## src/hdl/lbr_regs.svh

```systemverilog
// Register offsets, field positions, reset values and timing figures of the LED ramp block
`ifndef LBR_REGS_SVH
`define LBR_REGS_SVH

// ----------------------------------------------------------------------------
// Register offsets
// ----------------------------------------------------------------------------
`define LBR_OFS_GP_CTRL 8'h10
`define LBR_OFS_PIN_CTRL 8'h80
`define LBR_OFS_MAIN_BRIGHT 8'hA0
`define LBR_OFS_SUB_BRIGHT 8'hB0

// ----------------------------------------------------------------------------
// Reset values
// ----------------------------------------------------------------------------
`define LBR_RST_GP_CTRL 8'hC0
`define LBR_RST_PIN_CTRL 8'hF8
`define LBR_RST_BRIGHT 8'hE0
`define LBR_UNMAPPED_READ 8'h00

// ----------------------------------------------------------------------------
// General purpose control fields
// ----------------------------------------------------------------------------
`define LBR_GP_MAIN_EN 0
`define LBR_GP_SUB_EN 1
`define LBR_GP_UNISON 2
`define LBR_GP_RAMP_LO 3
`define LBR_GP_RAMP_HI 4
`define LBR_GP_FB_MODE 5
`define LBR_GP_RW_MASK 8'h3F
`define LBR_GP_RO_ONES 8'hC0

// ----------------------------------------------------------------------------
// Pin function control fields
// ----------------------------------------------------------------------------
`define LBR_PIN_ENABLE 0
`define LBR_PIN_DIR 1
`define LBR_PIN_DATA 2
`define LBR_PIN_RO_ONES 8'hF8

// ----------------------------------------------------------------------------
// Brightness code field
// ----------------------------------------------------------------------------
`define LBR_CODE_MSB 4

// ----------------------------------------------------------------------------
// Timing, in nanoseconds
// ----------------------------------------------------------------------------
`define LBR_CLK_PERIOD_NS 100
`define LBR_STEP_51US_NS 51000
`define LBR_STEP_13MS_NS 13000000
`define LBR_STEP_26MS_NS 26000000
`define LBR_STEP_52MS_NS 52000000

`endif

```

## src/hdl/lbr_pkg.sv

```systemverilog
// Types shared by the LED ramp block files
package lbr_pkg;

  // Five-bit sink current code
  typedef logic [4:0] lbr_code_t;

  // Applied current in thousandths of a percent of full scale
  typedef logic [16:0] lbr_level_t;

  // Register byte
  typedef logic [7:0] lbr_byte_t;

  // Function of the multi-function pin
  typedef enum logic [1:0] {
    LBR_PIN_AS_RESET,
    LBR_PIN_AS_INPUT,
    LBR_PIN_AS_OUTPUT
  } lbr_pin_mode_e;

endpackage : lbr_pkg

```

## src/hdl/lbr_ramp.sv

```systemverilog
// One sink's ramp engine: walks the applied code toward its target one step at a time
`timescale 1ns/100ps
module lbr_ramp #(
  parameter int CODE_W = 5,
  parameter int CNT_W = 20
) (
  // Clock and reset
  input wire logic clock_in,
  input wire logic nrst_in,
  input wire logic clear_in,
  // Target and pacing
  input wire logic [CODE_W-1:0] target_in,
  input wire logic [CNT_W-1:0] step_cycles_in,
  // Applied code
  output logic [CODE_W-1:0] code_out,
  output logic busy_out
);

  // Latched target, so a change of target is seen as a new request
  logic [CODE_W-1:0] target_q;
  // Cycles left until the next step
  logic [CNT_W-1:0] timer;

  // ----------------------------------------------------------------------------
  // Decode
  // ----------------------------------------------------------------------------
  // New target differs from the one being chased
  wire retarget = (target_in != target_q);
  // First step toward a new target starts from the applied code
  wire [CODE_W-1:0] first_step = (target_in > code_out) ? CODE_W'(code_out + 1'b1)
                                                         : CODE_W'(code_out - 1'b1);
  // Later steps toward the latched target
  wire [CODE_W-1:0] next_step = (target_q > code_out) ? CODE_W'(code_out + 1'b1)
                                                       : CODE_W'(code_out - 1'b1);
  wire at_target = (code_out == target_q);
  wire timer_done = (timer == '0);
  wire [CNT_W-1:0] reload = CNT_W'(step_cycles_in - 1'b1);

  // ----------------------------------------------------------------------------
  // Step engine
  // ----------------------------------------------------------------------------
  // The first code moves at once, the rest one per step period
  always_ff @(posedge clock_in or negedge nrst_in) begin
    if (!nrst_in) begin
      target_q <= '0;
      code_out <= '0;
      timer <= '0;
    end else if (clear_in) begin
      target_q <= '0;
      code_out <= '0;
      timer <= '0;
    end else if (retarget) begin
      // Retarget from whatever code is applied now
      target_q <= target_in;
      if (target_in != code_out) begin
        code_out <= first_step;
      end
      timer <= reload;
    end else if (!at_target) begin
      // Walk code by code, never a jump
      if (timer_done) begin
        code_out <= next_step;
        timer <= reload;
      end else begin
        timer <= CNT_W'(timer - 1'b1);
      end
    end
  end

  // Still walking toward the target
  always_ff @(posedge clock_in or negedge nrst_in) begin
    if (!nrst_in) begin
      busy_out <= 1'b0;
    end else if (clear_in) begin
      busy_out <= 1'b0;
    end else if (retarget) begin
      busy_out <= (first_step != target_in) && (target_in != code_out);
    end else if (!at_target && timer_done) begin
      busy_out <= (next_step != target_q);
    end
  end

endmodule : lbr_ramp

```

## src/hdl/lbr_top.sv

```systemverilog
// LED brightness control: registers, unison select, ramp engines and multi-function pin
// How it works
// - Non-unison: each sink uses its own register
// - Eight-bit brightness registers, only five low bits used
// - Unison: main register drives both sinks
// - Code maps to 32 rising exponential levels
// - Applied code steps toward written value
// - Two ramp bits pick one of four periods
// - Transition lasts step period times difference minus one
// - Pin defaults to active-low reset input
// - Enable bit turns pin into general purpose
// - Input mode: bit 2 reads pin level
// - Output mode: bit 2 low pulls pin low
// - Settings hold while host stays silent
// - Unison select is control bit 2
// - Ramp rate bits are control bits 3, 4
`timescale 1ns/100ps
`include "lbr_regs.svh"
module lbr_top #(
  parameter int unsigned STEP_51US_CYCLES = `LBR_STEP_51US_NS / `LBR_CLK_PERIOD_NS,
  parameter int unsigned STEP_13MS_CYCLES = `LBR_STEP_13MS_NS / `LBR_CLK_PERIOD_NS,
  parameter int unsigned STEP_26MS_CYCLES = `LBR_STEP_26MS_NS / `LBR_CLK_PERIOD_NS,
  parameter int unsigned STEP_52MS_CYCLES = `LBR_STEP_52MS_NS / `LBR_CLK_PERIOD_NS,
  parameter int CNT_W = 20
) (
  // Clock and reset
  input wire logic clock_in,
  input wire logic nrst_in,
  // Register port from the serial interface engine
  input wire logic reg_wr_in,
  input wire logic reg_rd_in,
  input wire lbr_pkg::lbr_byte_t reg_addr_in,
  input wire lbr_pkg::lbr_byte_t reg_wdata_in,
  output lbr_pkg::lbr_byte_t reg_rdata_out,
  // Multi-function pin, open drain
  input wire logic mfp_in,
  output logic mfp_out,
  output logic mfp_oe_out,
  output logic device_reset_out,
  // Sink controls
  output logic primary_sink_enable_out,
  output logic secondary_sink_enable_out,
  output logic voltage_feedback_mode_out,
  output lbr_pkg::lbr_code_t main_code_out,
  output lbr_pkg::lbr_code_t secondary_code_out,
  output lbr_pkg::lbr_level_t main_level_out,
  output lbr_pkg::lbr_level_t secondary_level_out,
  output logic ramp_busy_out
);
  import lbr_pkg::*;

  // ----------------------------------------------------------------------------
  // Storage
  // ----------------------------------------------------------------------------
  // Writable bits of the general purpose control register
  lbr_byte_t gp_control;
  // Brightness registers, all eight bits kept for read back
  lbr_byte_t main_brightness_code;
  lbr_byte_t secondary_brightness_code;
  // Writable bits of the pin function register
  logic pin_enable;
  logic pin_dir;
  logic pin_data;
  // Pin synchroniser; only the second stage is read by logic
  logic mfp_meta;
  logic mfp_sync;

  // ----------------------------------------------------------------------------
  // Pin function decode
  // ----------------------------------------------------------------------------
  lbr_pin_mode_e pin_mode;
  assign pin_mode = !pin_enable ? LBR_PIN_AS_RESET :
                    pin_dir ? LBR_PIN_AS_OUTPUT :
                    LBR_PIN_AS_INPUT;

  // Pin held low in reset function clears the control, brightness and pin registers and both ramps
  wire soft_reset = (pin_mode == LBR_PIN_AS_RESET) && !mfp_sync;

  // ----------------------------------------------------------------------------
  // Address decode
  // ----------------------------------------------------------------------------
  wire hit_gp = (reg_addr_in == `LBR_OFS_GP_CTRL);
  wire hit_pin = (reg_addr_in == `LBR_OFS_PIN_CTRL);
  wire hit_main = (reg_addr_in == `LBR_OFS_MAIN_BRIGHT);
  wire hit_sub = (reg_addr_in == `LBR_OFS_SUB_BRIGHT);
  wire wr_gp = reg_wr_in && hit_gp;
  wire wr_pin = reg_wr_in && hit_pin;
  wire wr_main = reg_wr_in && hit_main;
  wire wr_sub = reg_wr_in && hit_sub;

  // ----------------------------------------------------------------------------
  // Control field decode
  // ----------------------------------------------------------------------------
  wire unison_select = gp_control[`LBR_GP_UNISON];
  wire ramp_rate_bit_low = gp_control[`LBR_GP_RAMP_LO];
  wire ramp_rate_bit_high = gp_control[`LBR_GP_RAMP_HI];

  // Only the five low bits steer the sinks; upper bits are don't care
  wire [`LBR_CODE_MSB:0] main_target = main_brightness_code[`LBR_CODE_MSB:0];
  wire [`LBR_CODE_MSB:0] sub_own = secondary_brightness_code[`LBR_CODE_MSB:0];

  // Unison hands the main code to both sinks and ignores the secondary one
  wire [`LBR_CODE_MSB:0] sub_target = unison_select ? main_target
                                                    : sub_own;

  // Step period select: low bit cleared and high set is the 13 ms pace
  wire [CNT_W-1:0] step_cycles =
    ( ramp_rate_bit_low &&  ramp_rate_bit_high) ? CNT_W'(STEP_52MS_CYCLES) :
    ( ramp_rate_bit_low && !ramp_rate_bit_high) ? CNT_W'(STEP_26MS_CYCLES) :
    (!ramp_rate_bit_low &&  ramp_rate_bit_high) ? CNT_W'(STEP_13MS_CYCLES) :
    CNT_W'(STEP_51US_CYCLES);

  // ----------------------------------------------------------------------------
  // Read data mux
  // ----------------------------------------------------------------------------
  // Input mode reads the pin itself, output mode the stored drive value
  wire pin_read_bit = (pin_mode == LBR_PIN_AS_INPUT) ? mfp_sync : pin_data;
  wire [7:0] pin_read = `LBR_PIN_RO_ONES |
                        {5'h00, pin_read_bit, pin_dir, pin_enable};
  wire [7:0] gp_read = `LBR_GP_RO_ONES | (gp_control & `LBR_GP_RW_MASK);
  wire [7:0] read_mux = hit_gp ? gp_read :
                        hit_pin ? pin_read :
                        hit_main ? main_brightness_code :
                        hit_sub ? secondary_brightness_code :
                        `LBR_UNMAPPED_READ;

  // ----------------------------------------------------------------------------
  // Pin synchroniser
  // ----------------------------------------------------------------------------
  // Pin idles high through its pull-up, so the flops reset high
  always_ff @(posedge clock_in or negedge nrst_in) begin
    if (!nrst_in) begin
      mfp_meta <= 1'b1;
      mfp_sync <= 1'b1;
    end else begin
      mfp_meta <= mfp_in;
      mfp_sync <= mfp_meta;
    end
  end

  // ----------------------------------------------------------------------------
  // Control register
  // ----------------------------------------------------------------------------
  // Contents stay put until rewritten or reset, whatever the host does
  always_ff @(posedge clock_in or negedge nrst_in) begin
    if (!nrst_in) begin
      gp_control <= `LBR_RST_GP_CTRL & `LBR_GP_RW_MASK;
    end else if (soft_reset) begin
      gp_control <= `LBR_RST_GP_CTRL & `LBR_GP_RW_MASK;
    end else if (wr_gp) begin
      gp_control <= reg_wdata_in & `LBR_GP_RW_MASK;
    end
  end

  // ----------------------------------------------------------------------------
  // Brightness registers
  // ----------------------------------------------------------------------------
  // Secondary register still takes writes in unison; it is only bypassed
  always_ff @(posedge clock_in or negedge nrst_in) begin
    if (!nrst_in) begin
      main_brightness_code <= `LBR_RST_BRIGHT;
      secondary_brightness_code <= `LBR_RST_BRIGHT;
    end else if (soft_reset) begin
      main_brightness_code <= `LBR_RST_BRIGHT;
      secondary_brightness_code <= `LBR_RST_BRIGHT;
    end else begin
      if (wr_main) begin
        main_brightness_code <= reg_wdata_in;
      end
      if (wr_sub) begin
        secondary_brightness_code <= reg_wdata_in;
      end
    end
  end

  // ----------------------------------------------------------------------------
  // Pin function register
  // ----------------------------------------------------------------------------
  // Upper bits are not stored at all, so writes to them vanish
  always_ff @(posedge clock_in or negedge nrst_in) begin
    if (!nrst_in) begin
      pin_enable <= 1'(`LBR_RST_PIN_CTRL >> `LBR_PIN_ENABLE);
      pin_dir <= 1'(`LBR_RST_PIN_CTRL >> `LBR_PIN_DIR);
      pin_data <= 1'(`LBR_RST_PIN_CTRL >> `LBR_PIN_DATA);
    end else if (soft_reset) begin
      pin_enable <= 1'b0;
      pin_dir <= 1'b0;
      pin_data <= 1'b0;
    end else if (wr_pin) begin
      pin_enable <= reg_wdata_in[`LBR_PIN_ENABLE];
      pin_dir <= reg_wdata_in[`LBR_PIN_DIR];
      pin_data <= reg_wdata_in[`LBR_PIN_DATA];
    end
  end

  // ----------------------------------------------------------------------------
  // Read data register
  // ----------------------------------------------------------------------------
  // Captured on the read strobe and held until the next read
  always_ff @(posedge clock_in or negedge nrst_in) begin
    if (!nrst_in) begin
      reg_rdata_out <= `LBR_UNMAPPED_READ;
    end else if (reg_rd_in) begin
      reg_rdata_out <= read_mux;
    end
  end

  // ----------------------------------------------------------------------------
  // Ramp engines
  // ----------------------------------------------------------------------------
  lbr_code_t main_applied;
  lbr_code_t sub_applied;
  logic main_busy;
  logic sub_busy;

  // Main sink ramp
  lbr_ramp #(
    .CODE_W(5),
    .CNT_W(CNT_W)
  ) u_main_ramp (
    .clock_in(clock_in),
    .nrst_in(nrst_in),
    .clear_in(soft_reset),
    .target_in(main_target),
    .step_cycles_in(step_cycles),
    .code_out(main_applied),
    .busy_out(main_busy)
  );

  // Secondary sink ramp; switching unison retargets it like a write would
  lbr_ramp #(
    .CODE_W(5),
    .CNT_W(CNT_W)
  ) u_sub_ramp (
    .clock_in(clock_in),
    .nrst_in(nrst_in),
    .clear_in(soft_reset),
    .target_in(sub_target),
    .step_cycles_in(step_cycles),
    .code_out(sub_applied),
    .busy_out(sub_busy)
  );

  // ----------------------------------------------------------------------------
  // Code to current level
  // ----------------------------------------------------------------------------
  // Thousandths of a percent of full scale; rising and roughly exponential
  function automatic lbr_level_t code_to_level(input lbr_code_t code);
    lbr_level_t lvl;
    lvl = 17'h00000;
    case (code)
      5'h00: lvl = 17'h00000;
      5'h01: lvl = 17'h0007D;
      5'h02: lvl = 17'h00271;
      5'h03: lvl = 17'h003E8;
      5'h04: lvl = 17'h00465;
      5'h05: lvl = 17'h00521;
      5'h06: lvl = 17'h00698;
      5'h07: lvl = 17'h0080F;
      5'h08: lvl = 17'h00986;
      5'h09: lvl = 17'h00AFD;
      5'h0A: lvl = 17'h00C35;
      5'h0B: lvl = 17'h00EA6;
      5'h0C: lvl = 17'h01117;
      5'h0D: lvl = 17'h01482;
      5'h0E: lvl = 17'h0186A;
      5'h0F: lvl = 17'h01D4C;
      5'h10: lvl = 17'h0222E;
      5'h11: lvl = 17'h02710;
      5'h12: lvl = 17'h030D4;
      5'h13: lvl = 17'h03A98;
      5'h14: lvl = 17'h041EB;
      5'h15: lvl = 17'h0493E;
      5'h16: lvl = 17'h057E4;
      5'h17: lvl = 17'h0668A;
      5'h18: lvl = 17'h07A12;
      5'h19: lvl = 17'h0927C;
      5'h1A: lvl = 17'h0AAE6;
      5'h1B: lvl = 17'h0CD14;
      5'h1C: lvl = 17'h0EF42;
      5'h1D: lvl = 17'h11170;
      5'h1E: lvl = 17'h155CC;
      default: lvl = 17'h186A0;
    endcase
    return lvl;
  endfunction : code_to_level

  wire [16:0] main_level = code_to_level(main_applied);
  wire [16:0] sub_level = code_to_level(sub_applied);

  // ----------------------------------------------------------------------------
  // Sink outputs
  // ----------------------------------------------------------------------------
  // Registered so the analog side never sees decode glitches
  always_ff @(posedge clock_in or negedge nrst_in) begin
    if (!nrst_in) begin
      main_code_out <= 5'h00;
      secondary_code_out <= 5'h00;
      main_level_out <= 17'h00000;
      secondary_level_out <= 17'h00000;
      ramp_busy_out <= 1'b0;
    end else begin
      main_code_out <= main_applied;
      secondary_code_out <= sub_applied;
      main_level_out <= main_level;
      secondary_level_out <= sub_level;
      ramp_busy_out <= main_busy || sub_busy;
    end
  end

  // Enables and mode follow the control register one cycle later
  always_ff @(posedge clock_in or negedge nrst_in) begin
    if (!nrst_in) begin
      primary_sink_enable_out <= 1'b0;
      secondary_sink_enable_out <= 1'b0;
      voltage_feedback_mode_out <= 1'b0;
    end else begin
      primary_sink_enable_out <= gp_control[`LBR_GP_MAIN_EN];
      secondary_sink_enable_out <= gp_control[`LBR_GP_SUB_EN];
      voltage_feedback_mode_out <= gp_control[`LBR_GP_FB_MODE];
    end
  end

  // ----------------------------------------------------------------------------
  // Pin drive
  // ----------------------------------------------------------------------------
  // Open drain: only ever pulls low; a one releases the pin to the pull-up
  always_ff @(posedge clock_in or negedge nrst_in) begin
    if (!nrst_in) begin
      mfp_out <= 1'b0;
      mfp_oe_out <= 1'b0;
      device_reset_out <= 1'b0;
    end else begin
      mfp_out <= 1'b0;
      mfp_oe_out <= (pin_mode == LBR_PIN_AS_OUTPUT) && !pin_data;
      device_reset_out <= soft_reset;
    end
  end

endmodule : lbr_top

```

## config.mk

```make
export PLATFORM = sky130hd
export DESIGN_NAME = lbr_top
export DESIGN_NICKNAME = d
export VERILOG_FILES = /design/src/hdl/lbr_pkg.sv /design/src/hdl/lbr_ramp.sv /design/src/hdl/lbr_top.sv
export VERILOG_INCLUDE_DIRS = /design/src /design/src/hdl
export SDC_FILE = /design/constraint.sdc
export NUM_CORES = 1
export LEC_CHECK = 0
export BUFFER_PORTS_ARGS = -buffer_cell sky130_fd_sc_hd__clkbuf_2
export CELL_PAD_IN_SITES_DETAIL_PLACEMENT = 2
export CELL_PAD_IN_SITES_GLOBAL_PLACEMENT = 2
export CORE_MARGIN = 4
export CORE_UTILIZATION = 38
export CTS_BUF_LIST = sky130_fd_sc_hd__clkbuf_8
export DETAILED_ROUTE_END_ITERATION = 6
export PLACE_DENSITY_LB_ADDON = 0.1
export SLEW_MARGIN = 20
export SYNTH_ARGS = -nofsm -noshare
export SYNTH_HDL_FRONTEND = slang
export SYNTH_SLANG_ARGS = --single-unit
export TNS_END_PERCENT = 20
```

## constraint.sdc

```tcl
create_clock -name clock_in -period 4.4 [get_ports clock_in]
set_clock_uncertainty 0.05 [all_clocks]
set_input_delay 1.32 -clock clock_in [delete_from_list [all_inputs] [get_ports clock_in]]
set_output_delay 1.32 -clock clock_in [all_outputs]
set_load 0.01 [all_outputs]
```

==> results of run 1 <==
-- path summary, 6_finish.rpt --
| kind | to | depth (start not counted) | slack [ns] | from |
|---|---|---|---|---|
| max | u_sub_ramp.code_out[3] | 9 | 1.20 | u_sub_ramp.code_out[4] |
| min | mfp_sync | 0 | 0.32 | mfp_meta |
| max reg2reg | u_sub_ramp.code_out[3] | 9 | 1.20 | u_sub_ramp.code_out[4] |
| min reg2reg | mfp_sync | 0 | 0.32 | mfp_meta |
| max in group asynchronous | secondary_brightness_code[5] | 2 | 2.63 | nrst_in |
| min in group asynchronous | secondary_level_out[8] | 1 | 0.81 | nrst_in |
-- per-layer routing --
layer,GRT usage,wire length (um),vias to the layer above
met5,0,0,-
met4,0.0427,225,0
met3,0.0295,778,22
met2,0.398,15800,145
met1,0.330,15600,4511
li1,-,-,4141
-- power groups by stage --
| stage | Combinational, uW | Sequential (uW) | Clock, uW |
|---|---|---|---|
| after floorplan | 2350 | 1740 | 0 |
| after global placement | 3310 | 1770 | 0 |
| after detailed placement | 3420 | 1790 | 0 |
| after CTS | 3450 | 1760 | 1110 |
| after global routing | 3840 | 1800 | 1170 |
| final | 3430 | 1760 | 1070 |
-- registers in the layout, indices dropped and copies added (netlist names), 6 cells and up --
name,count
main_level_out,17
secondary_brightness_code,8
u_sub_ramp.timer,20
reg_rdata_out,8
u_main_ramp.timer,20
gp_control,6
main_brightness_code,8
secondary_level_out,17
-- kinds of logic (layout without fill, tap and decap cells) --
| kind of cell | count (synthesis) | in the layout | synth area share |
|---|---|---|---|
| AO/OA/AOI/OAI | 313 | 313 | 0.208 |
| XOR/XNOR | 44 | 44 | 0.0407 |
| adder cells (fa/ha/maj) | 53 | 53 | 0.0700 |
| buffers and inverters | 113 | 180 | 0.0466 |
| flip-flops | 147 | 147 | 0.389 |
| multiplexers | 27 | 27 | 0.0309 |
| other | 1 | 1 | 0.000396 |
| AND/OR/NAND/NOR | 427 | 427 | 0.214 |
-- layout make-up --
cell class	instances	area [um2]
Tap cell	324	405
Fill cell	2770	13900
Timing Repair Buffer	105	612
Sequential cell	147	3690
Clock buffer	17	234
Clock inverter	15	135
Inverter	43	161
Multi-Input combinational cell	865	5350
-- metrics by stage --
| stage | cell area [um2] | power, uW | hold WS, ns | setup WS [ns] |
|---|---|---|---|---|
| after floorplan | 9480 | 4090 | 0.295 | 1.21 |
| after global placement | 10200 | 5090 | 0.295 | 1.05 |
| after detailed placement | 10200 | 5210 | 0.302 | 0.958 |
| after CTS | 10600 | 6310 | 0.317 | 1.18 |
| after global routing | 10600 | 6800 | 0.324 | 1.00 |
| final | 10600 | 6260 | 0.316 | 1.20 |
-- worst max-delay path, delay by kind of cell (launching register included) --
kind	cells	cell delay [ns]
buffers and inverters	1	0.33
AOI/OAI and AO/OA	1	0.58
muxes	1	0.28
DFF	1	0.37
and+or+nand+nor	5	1.07
adders and majority gates	1	0.45
-- Yosys cell counts, types with 6 or more instances --
master | n | area [um2]
o31ai_1 | 7 | 52.6
and3_1 | 15 | 93.8
nor4_1 | 9 | 56.3
ha_1 | 53 | 663
o211ai_1 | 7 | 52.6
a211oi_1 | 11 | 82.6
nor2_1 | 104 | 390
nand4_1 | 7 | 43.8
o21ai_0 | 92 | 460
nand2_1 | 133 | 499
a31oi_1 | 18 | 113
mux2i_1 | 20 | 200
o22ai_1 | 8 | 50.1
dfrtp_1 | 139 | 3480
a21oi_1 | 88 | 440
inv_1 | 41 | 154
a21o_1 | 8 | 60.1
xnor2_1 | 27 | 236
dfstp_2 | 8 | 210
nor2b_1 | 8 | 50.1
clkbuf_1 | 56 | 210
nand3_1 | 63 | 315
o2bb2ai_1 | 6 | 52.6
nand2b_1 | 6 | 37.5
xor2_1 | 17 | 149
and2_1 | 6 | 37.5
buf_1 | 6 | 22.5
nor3_1 | 39 | 195
a22o_1 | 9 | 78.8
==> impl_metrics.json, run 1 <==
{
  "path_class": "register to register",
  "power_frac_comb": 0.547,
  "grt_max_degree": 78,
  "setup_tns_ns": 0,
  "intPower_uw": 3290,
  "dp.cells": 1484,
  "worstSetupEndpointType": "register",
  "swShare": 0.475,
  "diodes": 0,
  "p_sw_uw": 2980,
  "cts.clk_slew.worst_paths_ns": 0.10,
  "synth_ff_type": "dfrtp_1",
  "grt_pass1_wl_um": 53300,
  "required_ns": 4.75,
  "cts_hold_buf": 0,
  "synth.cell_area_um2": 9480,
  "drtIter0Drc": 439,
  "critPathLaunchType": "register",
  "syn_inst": 1125,
  "powerDensity_nw_per_um2": 592,
  "ant_nets": 0,
  "synthToLayoutAreaGrowth_pct": 11.7,
  "drt_pass1_iterations": 6,
  "path_cells": "clkinv_1 -> ha_1 -> and3_1 -> and3_1 -> a31oi_1 -> nand3_1 -> and2_1 -> mux2_2 -> nand3_1",
  "ys_seq_area_frac": 0.389,
  "status": "finished, final reports clean",
  "worst_pin_slew_ns": 0.821,
  "avgRoutedWirePerCell_um": 21.4,
  "post_cts.repair.setup_buffers": 0,
  "via_per_inst": 5.82,
  "max_cap_viol_count": 0,
  "rsz0062_at_grt": "false",
  "post-route-period-util": 0.727,
  "grt_pass1_vias": 9468,
  "drive_gt1_frac": 0.147,
  "antenna_found_initial": 0,
  "max_freq_mhz": 312,
  "cts_buffers": 17,
  "wl_um": 32400,
  "fp.coreArea_um2": 24500,
  "place_congestion": 0.825,
  "cts_buffer_depth": 2,
  "post-route-util": 0.433,
  "fin_crit_ns": 3.20,
  "slowest_stage": "a31oi_1",
  "die_area_um2": 27500,
  "chipHeight_um": 166,
  "io_buffers": 78,
  "async_reset_ff_frac": 1.00,
  "clk_latency_ns": 0.47,
  "final_common_cell": "dfrtp_1",
  "setup_viol": 0,
  "yosys_warnings": 0,
  "p_leak_uw": 0.00482,
  "ir_worst_vdd_mv": 0.396,
  "die_x_um": 166,
  "hpwl_um": 22600,
  "synth_cell_types": 79,
  "p_seq_frac": 0.282,
  "critPathArrivalTime_ns": 3.55,
  "synth_edf_count": 0,
  "overflow": 0,
  "path_max_fanout": 10,
  "clkPwrFrac": 0.171,
  "hold_violations": 0,
  "max-slew-margin-rel": 0.453,
  "track_usage": 0.236,
  "cts_tree": "done",
  "rows": 57,
  "clockRootBuffer": "clkbuf_8",
  "vias": 8819,
  "num_io_pins": 80,
  "cts_sinks": 147,
  "hold_class": "register to register",
  "final_cell_mix": "139 x dfrtp_1, 133 x nand2_1, 104 x nor2_1",
  "htree_num_levels": 4,
  "finalMaxSlewViolations": 0,
  "critPathMaxStageDelay_ns": 0.58,
  "ys_ff_latch": 147,
  "start_util": 0.387,
  "syn_nets": 1199,
  "nets": 1253,
  "layout.cells.non_filler": 1516,
  "avgSynthCellArea_um2": 8.42,
  "cts_resized": 0,
  "drc_errors": 0
}
No activity file was read; power rests on OpenSTA's default activity.
==> run 2, diff against run 1 <==
CORE_UTILIZATION = 34   (was 38)
clock period = 2.6 ns   (was 4.4 ns; I/O delays follow)
==> run 2 against run 1 <==
  * Clock power increased by 71%
  * Utilization down 0.33 points
  * Clock-buffer cell count rose by 2
  * Register-to-register slack worse by 1.1 ns
  * Flip-flop and latch count unchanged
  * Die area grew 11%
  * Wire length increased by 7.2%
  * Largest cell class unchanged
==> impl_metrics.json, run 2 (synthesis gave the netlist of run 1 again) <==
{
  "status": "finished, final reports clean",
  "wl_um": 34700,
  "antenna_found_initial": 0,
  "rows": 60,
  "pre_cts_ws_ns": -0.171,
  "drtIter0Drc": 495,
  "max_freq_mhz": 393,
  "max_cap_viol_count": 0,
  "reg2reg_depth": 11,
  "avgRoutedWirePerCell_um": 21.0,
  "setup_viol": 0,
  "track_usage": 0.222,
  "num_io_pins": 80,
  "cts_sinks": 147,
  "crit_top_cell": "and4_1",
  "grt_use_met1": 0.312,
  "worst_slack_ns": 0.0559,
  "cts_buffer_depth": 2,
  "diodes": 0,
  "path_class": "register to register",
  "post-route-util": 0.430,
  "nets": 1341,
  "cts_tree": "done",
  "synthToLayoutAreaGrowth_pct": 23.2,
  "total_power_uw": 11800,
  "top_regs": "u_main_ramp.timer (20), u_sub_ramp.timer (20)",
  "place_congestion": 0.848,
  "p_leak_uw": 0.00530,
  "vias": 9259,
  "fp.coreArea_um2": 27200,
  "critPathArrivalTime_ns": 2.83,
  "critPathLaunchType": "register",
  "die_area_um2": 30600,
  "busiest_layer": "met2",
  "grt_util_met2": 0.370,
  "powerDensity_nw_per_um2": 1010,
  "hold_violations": 0,
  "final_cell_mix": "131 x nand2_1, 131 x dfrtp_1, 110 x buf_4",
  "clk_latency_ns": 0.46,
  "setup_tns_ns": 0,
  "path_max_fanout": 5,
  "clockRootBuffer": "clkbuf_8",
  "ant_nets": 0,
  "grt_pass1_vias": 9869,
  "timing.rr.end": "u_sub_ramp.busy_out",
  "slowest_stage": "dfrtp_2",
  "r2r_setup_slack_ns": 0.06,
  "start_util": 0.349,
  "fin_crit_ns": 2.54,
  "hold_class": "primary input to asynchronous set/reset pin",
  "finalMaxSlewViolations": 0,
  "hpwl_um": 25000,
  "path_cells": "buf_4 -> mux2i_4 -> ha_4 -> and4_1 -> nand2_2 -> o311a_4 -> buf_6 -> mux2i_2 -> xnor2_1 -> and4_1 -> o22ai_1",
  "required_ns": 2.88,
  "htree_num_levels": 4,
  "via_per_inst": 5.60,
  "grt_pass1_wl_um": 55200,
  "grt_max_degree": 55,
  "io_buffers": 78,
  "drive_gt1_frac": 0.248,
  "max-slew-margin-rel": 0.583,
  "worst_pin_slew_ns": 0.623,
  "ir_worst_vdd_mv": 0.556,
  "drt_pass1_iterations": 5,
  "cts_buffers": 17,
  "post-route-period-util": 0.979,
  "critPathMaxStageDelay_ns": 0.44,
  "die_x_um": 175,
  "rsz0062_at_grt": "true",
  "chipHeight_um": 175,
  "overflow": 0,
  "cts.clk_slew.worst_paths_ns": 0.10,
  "grt_util_met3": 0.0257,
  "r2r_start": "gp_control[2]",
  "worstSetupEndpointType": "register",
  "drc_errors": 0
}
==> run 2: changes by cell type in the layout (fill, tap and decap cells not counted), moves of 4 or more <==
cell	delta
dfrtp_2	+8
ha_1	-8
dfrtp_1	-8
ha_4	+8
inv_1	-6
mux2i_1	-7
a21oi_1	-4
inv_2	+5
mux2i_2	+6
buf_4	+84
a21oi_2	+4
==> run 2: layout make-up <==
class / instances / area (um2)
multi-input cells: 865 / 5650
clock inverters: 13 / 123
fillers: 3061 / 15500
clock buffers: 19 / 262
well taps: 372 / 465
repair buffers: 193 / 1310
flip-flops and latches: 147 / 3700
inverters: 43 / 163
==> run 2: how the worst max path moves through the flow <==
stage                             from                 endpoint  slack (ns)  depth (start not counted)
2_1_floorplan   u_sub_ramp.code_out[3]   u_sub_ramp.code_out[4]      -0.009                         12
4_1_cts          u_main_ramp.timer[15]     u_main_ramp.busy_out        0.01                          6
3_5_place_dp            reg_addr_in[0]  main_brightness_code[2]       -0.17                          9
3_3_place_gp            reg_addr_in[0]  main_brightness_code[0]       -0.09                          9
6_report                 gp_control[2]      u_sub_ramp.busy_out        0.06                         11
5_1_grt        main_brightness_code[2]     u_main_ramp.busy_out       -0.06                          9
==> run 2: metrics by stage <==
step / area, um2 / instances / hold slack, ns
2_1_floorplan: 9570 / 1125 / 0.295
3_3_place_gp: 10900 / 1608 / 0.298
3_5_place_dp: 10900 / 1608 / 0.300
4_1_cts: 11300 / 1640 / 0.115
5_1_grt: 11700 / 1652 / 0.112
6_report: 11700 / 1652 / 0.133
==> run 2: per-layer routing <==
metal  vias to the layer above  wire, um  part of all wire
li1                       4312         -                 -
met2                       145     16700              0.48
met3                        20       822             0.024
met5                         -         0                 0
met4                         0       275            0.0079
met1                      4782     16900              0.49
==> run 2: critical path, delay by kind of cell, from the launching register on <==
| kind | cells | cell delay [ns] |
|---|---|---|
| AO/OA/AOI/OAI | 2 | 0.29 |
| flip-flops | 1 | 0.44 |
| multiplexers | 2 | 0.50 |
| XOR/XNOR | 1 | 0.15 |
| AND/OR/NAND/NOR | 3 | 0.50 |
| buffers and inverters | 2 | 0.27 |
| adder cells (fa/ha/maj) | 1 | 0.23 |
==> run 2: timing repair <==
action                     in CTS  in global routing
setup endpoints to repair       4                 25
hold endpoints to repair        0                  0
hold buffers                    0                  0
pin swaps                       0                 13
setup buffers                   0                 12
gates resized for setup         5                 53
==> run 2: where the power goes <==
group          internal, uW  switching, uW
registers              2660            309
clock network           821           1010
logic                  2930           4040
==> run 3, diff against run 2 <==
CELL_PAD_IN_SITES_DETAIL_PLACEMENT = 0   (was 2)
==> run 3 against run 2 <==
  * Fmax fell by 0.10%
  * Critical path type unchanged
  * Wire length fell by 15%
  * Die area did not move
  * Sequential share of layout area is 0.18 points higher
  * Highest routed layer unchanged
  * Final cell count grew 0.30%
  * Largest power group unchanged
==> impl_metrics.json, run 3 (synthesis gave the netlist of run 1 again) <==
{
  "r2r_setup_slack_ns": 0.05,
  "synthToLayoutAreaGrowth_pct": 22.5,
  "io_buffers": 78,
  "overflow": 0,
  "fin_crit_ns": 2.55,
  "via_per_inst": 5.31,
  "slowest_stage": "or3_4",
  "place_congestion": 0.848,
  "worst_pin_slew_ns": 0.665,
  "critPathMaxStageDelay_ns": 0.43,
  "max_cap_viol_count": 0,
  "powerDensity_nw_per_um2": 975,
  "num_io_pins": 80,
  "cts.clk_slew.worst_paths_ns": 0.09,
  "drive_gt1_frac": 0.237,
  "ant_nets": 0,
  "rsz0062_at_grt": "true",
  "chipHeight_um": 175,
  "drt_pass1_iterations": 5,
  "crit_top_cell": "or3_4",
  "grt_max_degree": 55,
  "cts_sinks": 147,
  "wl_um": 29400,
  "finalMaxSlewViolations": 0,
  "post-route-util": 0.427,
  "critPathTopFamily": "simple AND/OR/NAND/NOR gates",
  "die_x_um": 175,
  "worstSetupEndpointType": "register",
  "cts_buffer_depth": 2,
  "path_cells": "or3_4 -> or3_4 -> or3_4 -> a211o_1 -> a2111oi_2 -> nor4_1",
  "required_ns": 2.87,
  "track_usage": 0.192,
  "critPathLaunchType": "register",
  "r2r_start": "u_main_ramp.timer[15]",
  "ir_worst_vdd_mv": 0.514,
  "fill_cells": 2756,
  "die_area_um2": 30600,
  "timing.rr.end": "u_main_ramp.busy_out",
  "hold_violations": 0,
  "antenna_found_initial": 0,
  "cts_hold_buf": 0,
  "path_class": "register to register",
  "drc_errors": 0,
  "hpwl_um": 21000,
  "fp.coreArea_um2": 27200,
  "p_leak_uw": 0.00534,
  "clockRootBuffer": "clkbuf_8",
  "diodes": 0,
  "vias": 8792,
  "critPathBufInv": 0,
  "htree_num_levels": 4,
  "path_max_fanout": 5,
  "start_util": 0.349,
  "status": "finished, final reports clean",
  "hold_class": "primary input to asynchronous set/reset pin",
  "nets": 1346,
  "multi_input_area_um2": 5510,
  "final_cell_mix": "131 x nand2_1, 131 x dfrtp_1, 116 x buf_4",
  "setup_viol": 0,
  "post-route-period-util": 0.980,
  "total_power_uw": 11300,
  "avgRoutedWirePerCell_um": 17.8,
  "setup_tns_ns": 0,
  "register_area_um2": 3700,
  "drtIter0Drc": 694,
  "top_regs": "u_main_ramp.timer (20), u_sub_ramp.timer (20)",
  "grt_pass1_wl_um": 48000,
  "reg2reg_depth": 6,
  "max-slew-margin-rel": 0.555,
  "clk_latency_ns": 0.45,
  "max_freq_mhz": 393,
  "rows": 60,
  "critPathArrivalTime_ns": 2.82,
  "cts_buffers": 17,
  "cts_tree": "done",
  "grt_pass1_vias": 8663
}
[run 3: worst max path at each step]
stage	from	to	slack, ns	cells past startpoint
2_1_floorplan	u_sub_ramp.code_out[3]	u_sub_ramp.code_out[4]	-0.009	12
3_3_place_gp	reg_addr_in[0]	main_brightness_code[0]	-0.09	9
3_5_place_dp	reg_addr_in[0]	main_brightness_code[2]	-0.11	9
4_1_cts	gp_control[2]	u_sub_ramp.busy_out	0.003	11
5_1_grt	u_main_ramp.code_out[4]	u_main_ramp.busy_out	-0.07	10
6_report	u_main_ramp.timer[15]	u_main_ramp.busy_out	0.05	6
[run 3: metal layers]
layer  part of all wire  wire [um]  GRT usage
met4             0.0066        193     0.0350
met2               0.44      12900      0.293
met1               0.52      15200      0.290
met3              0.039       1150     0.0307
met5                  0          0          0
[run 3: per-stage QoR]
stage                     instances  setup WS [ns]  cell area, um2  hold WS, ns
after detailed placement       1608         -0.113           10900        0.299
after CTS                      1640        0.00340           11300        0.110
after global routing           1657        -0.0654           11600        0.110
after floorplan                1125       -0.00929            9570        0.295
final                          1657         0.0533           11600        0.143
after global placement         1608        -0.0949           10900        0.298
[run 3: timing repair]
action | 4_1_cts | 5_1_grt
setup buffers | 0 | 17
endpoints found under the setup margin | 0 | 23
resized for setup | 0 | 34
[run 3: layout make-up]
type / count / share of cell area
Clock buffer: 18 / 0.0213
Tap cell: 372 / 0.0401
Timing Repair Buffer: 198 / 0.116
Inverter: 43 / 0.0140
Sequential cell: 147 / 0.319
Clock inverter: 14 / 0.0152
Multi-Input combinational cell: 865 / 0.475
[run 3: worst register-to-register path, stage by stage, from the launching register on]
cell and delay, ns:
dfrtp_1 0.42, or3_4 0.42, or3_4 0.38, or3_4 0.43
a211o_1 0.33, a2111oi_2 0.30, nor4_1 0.10
[run 3: report_power, final]
group / total, uW / internal (uW) / switching (uW)
combinational: 6380 / 2720 / 3660
clock: 1990 / 1060 / 931
sequential: 2950 / 2660 / 289
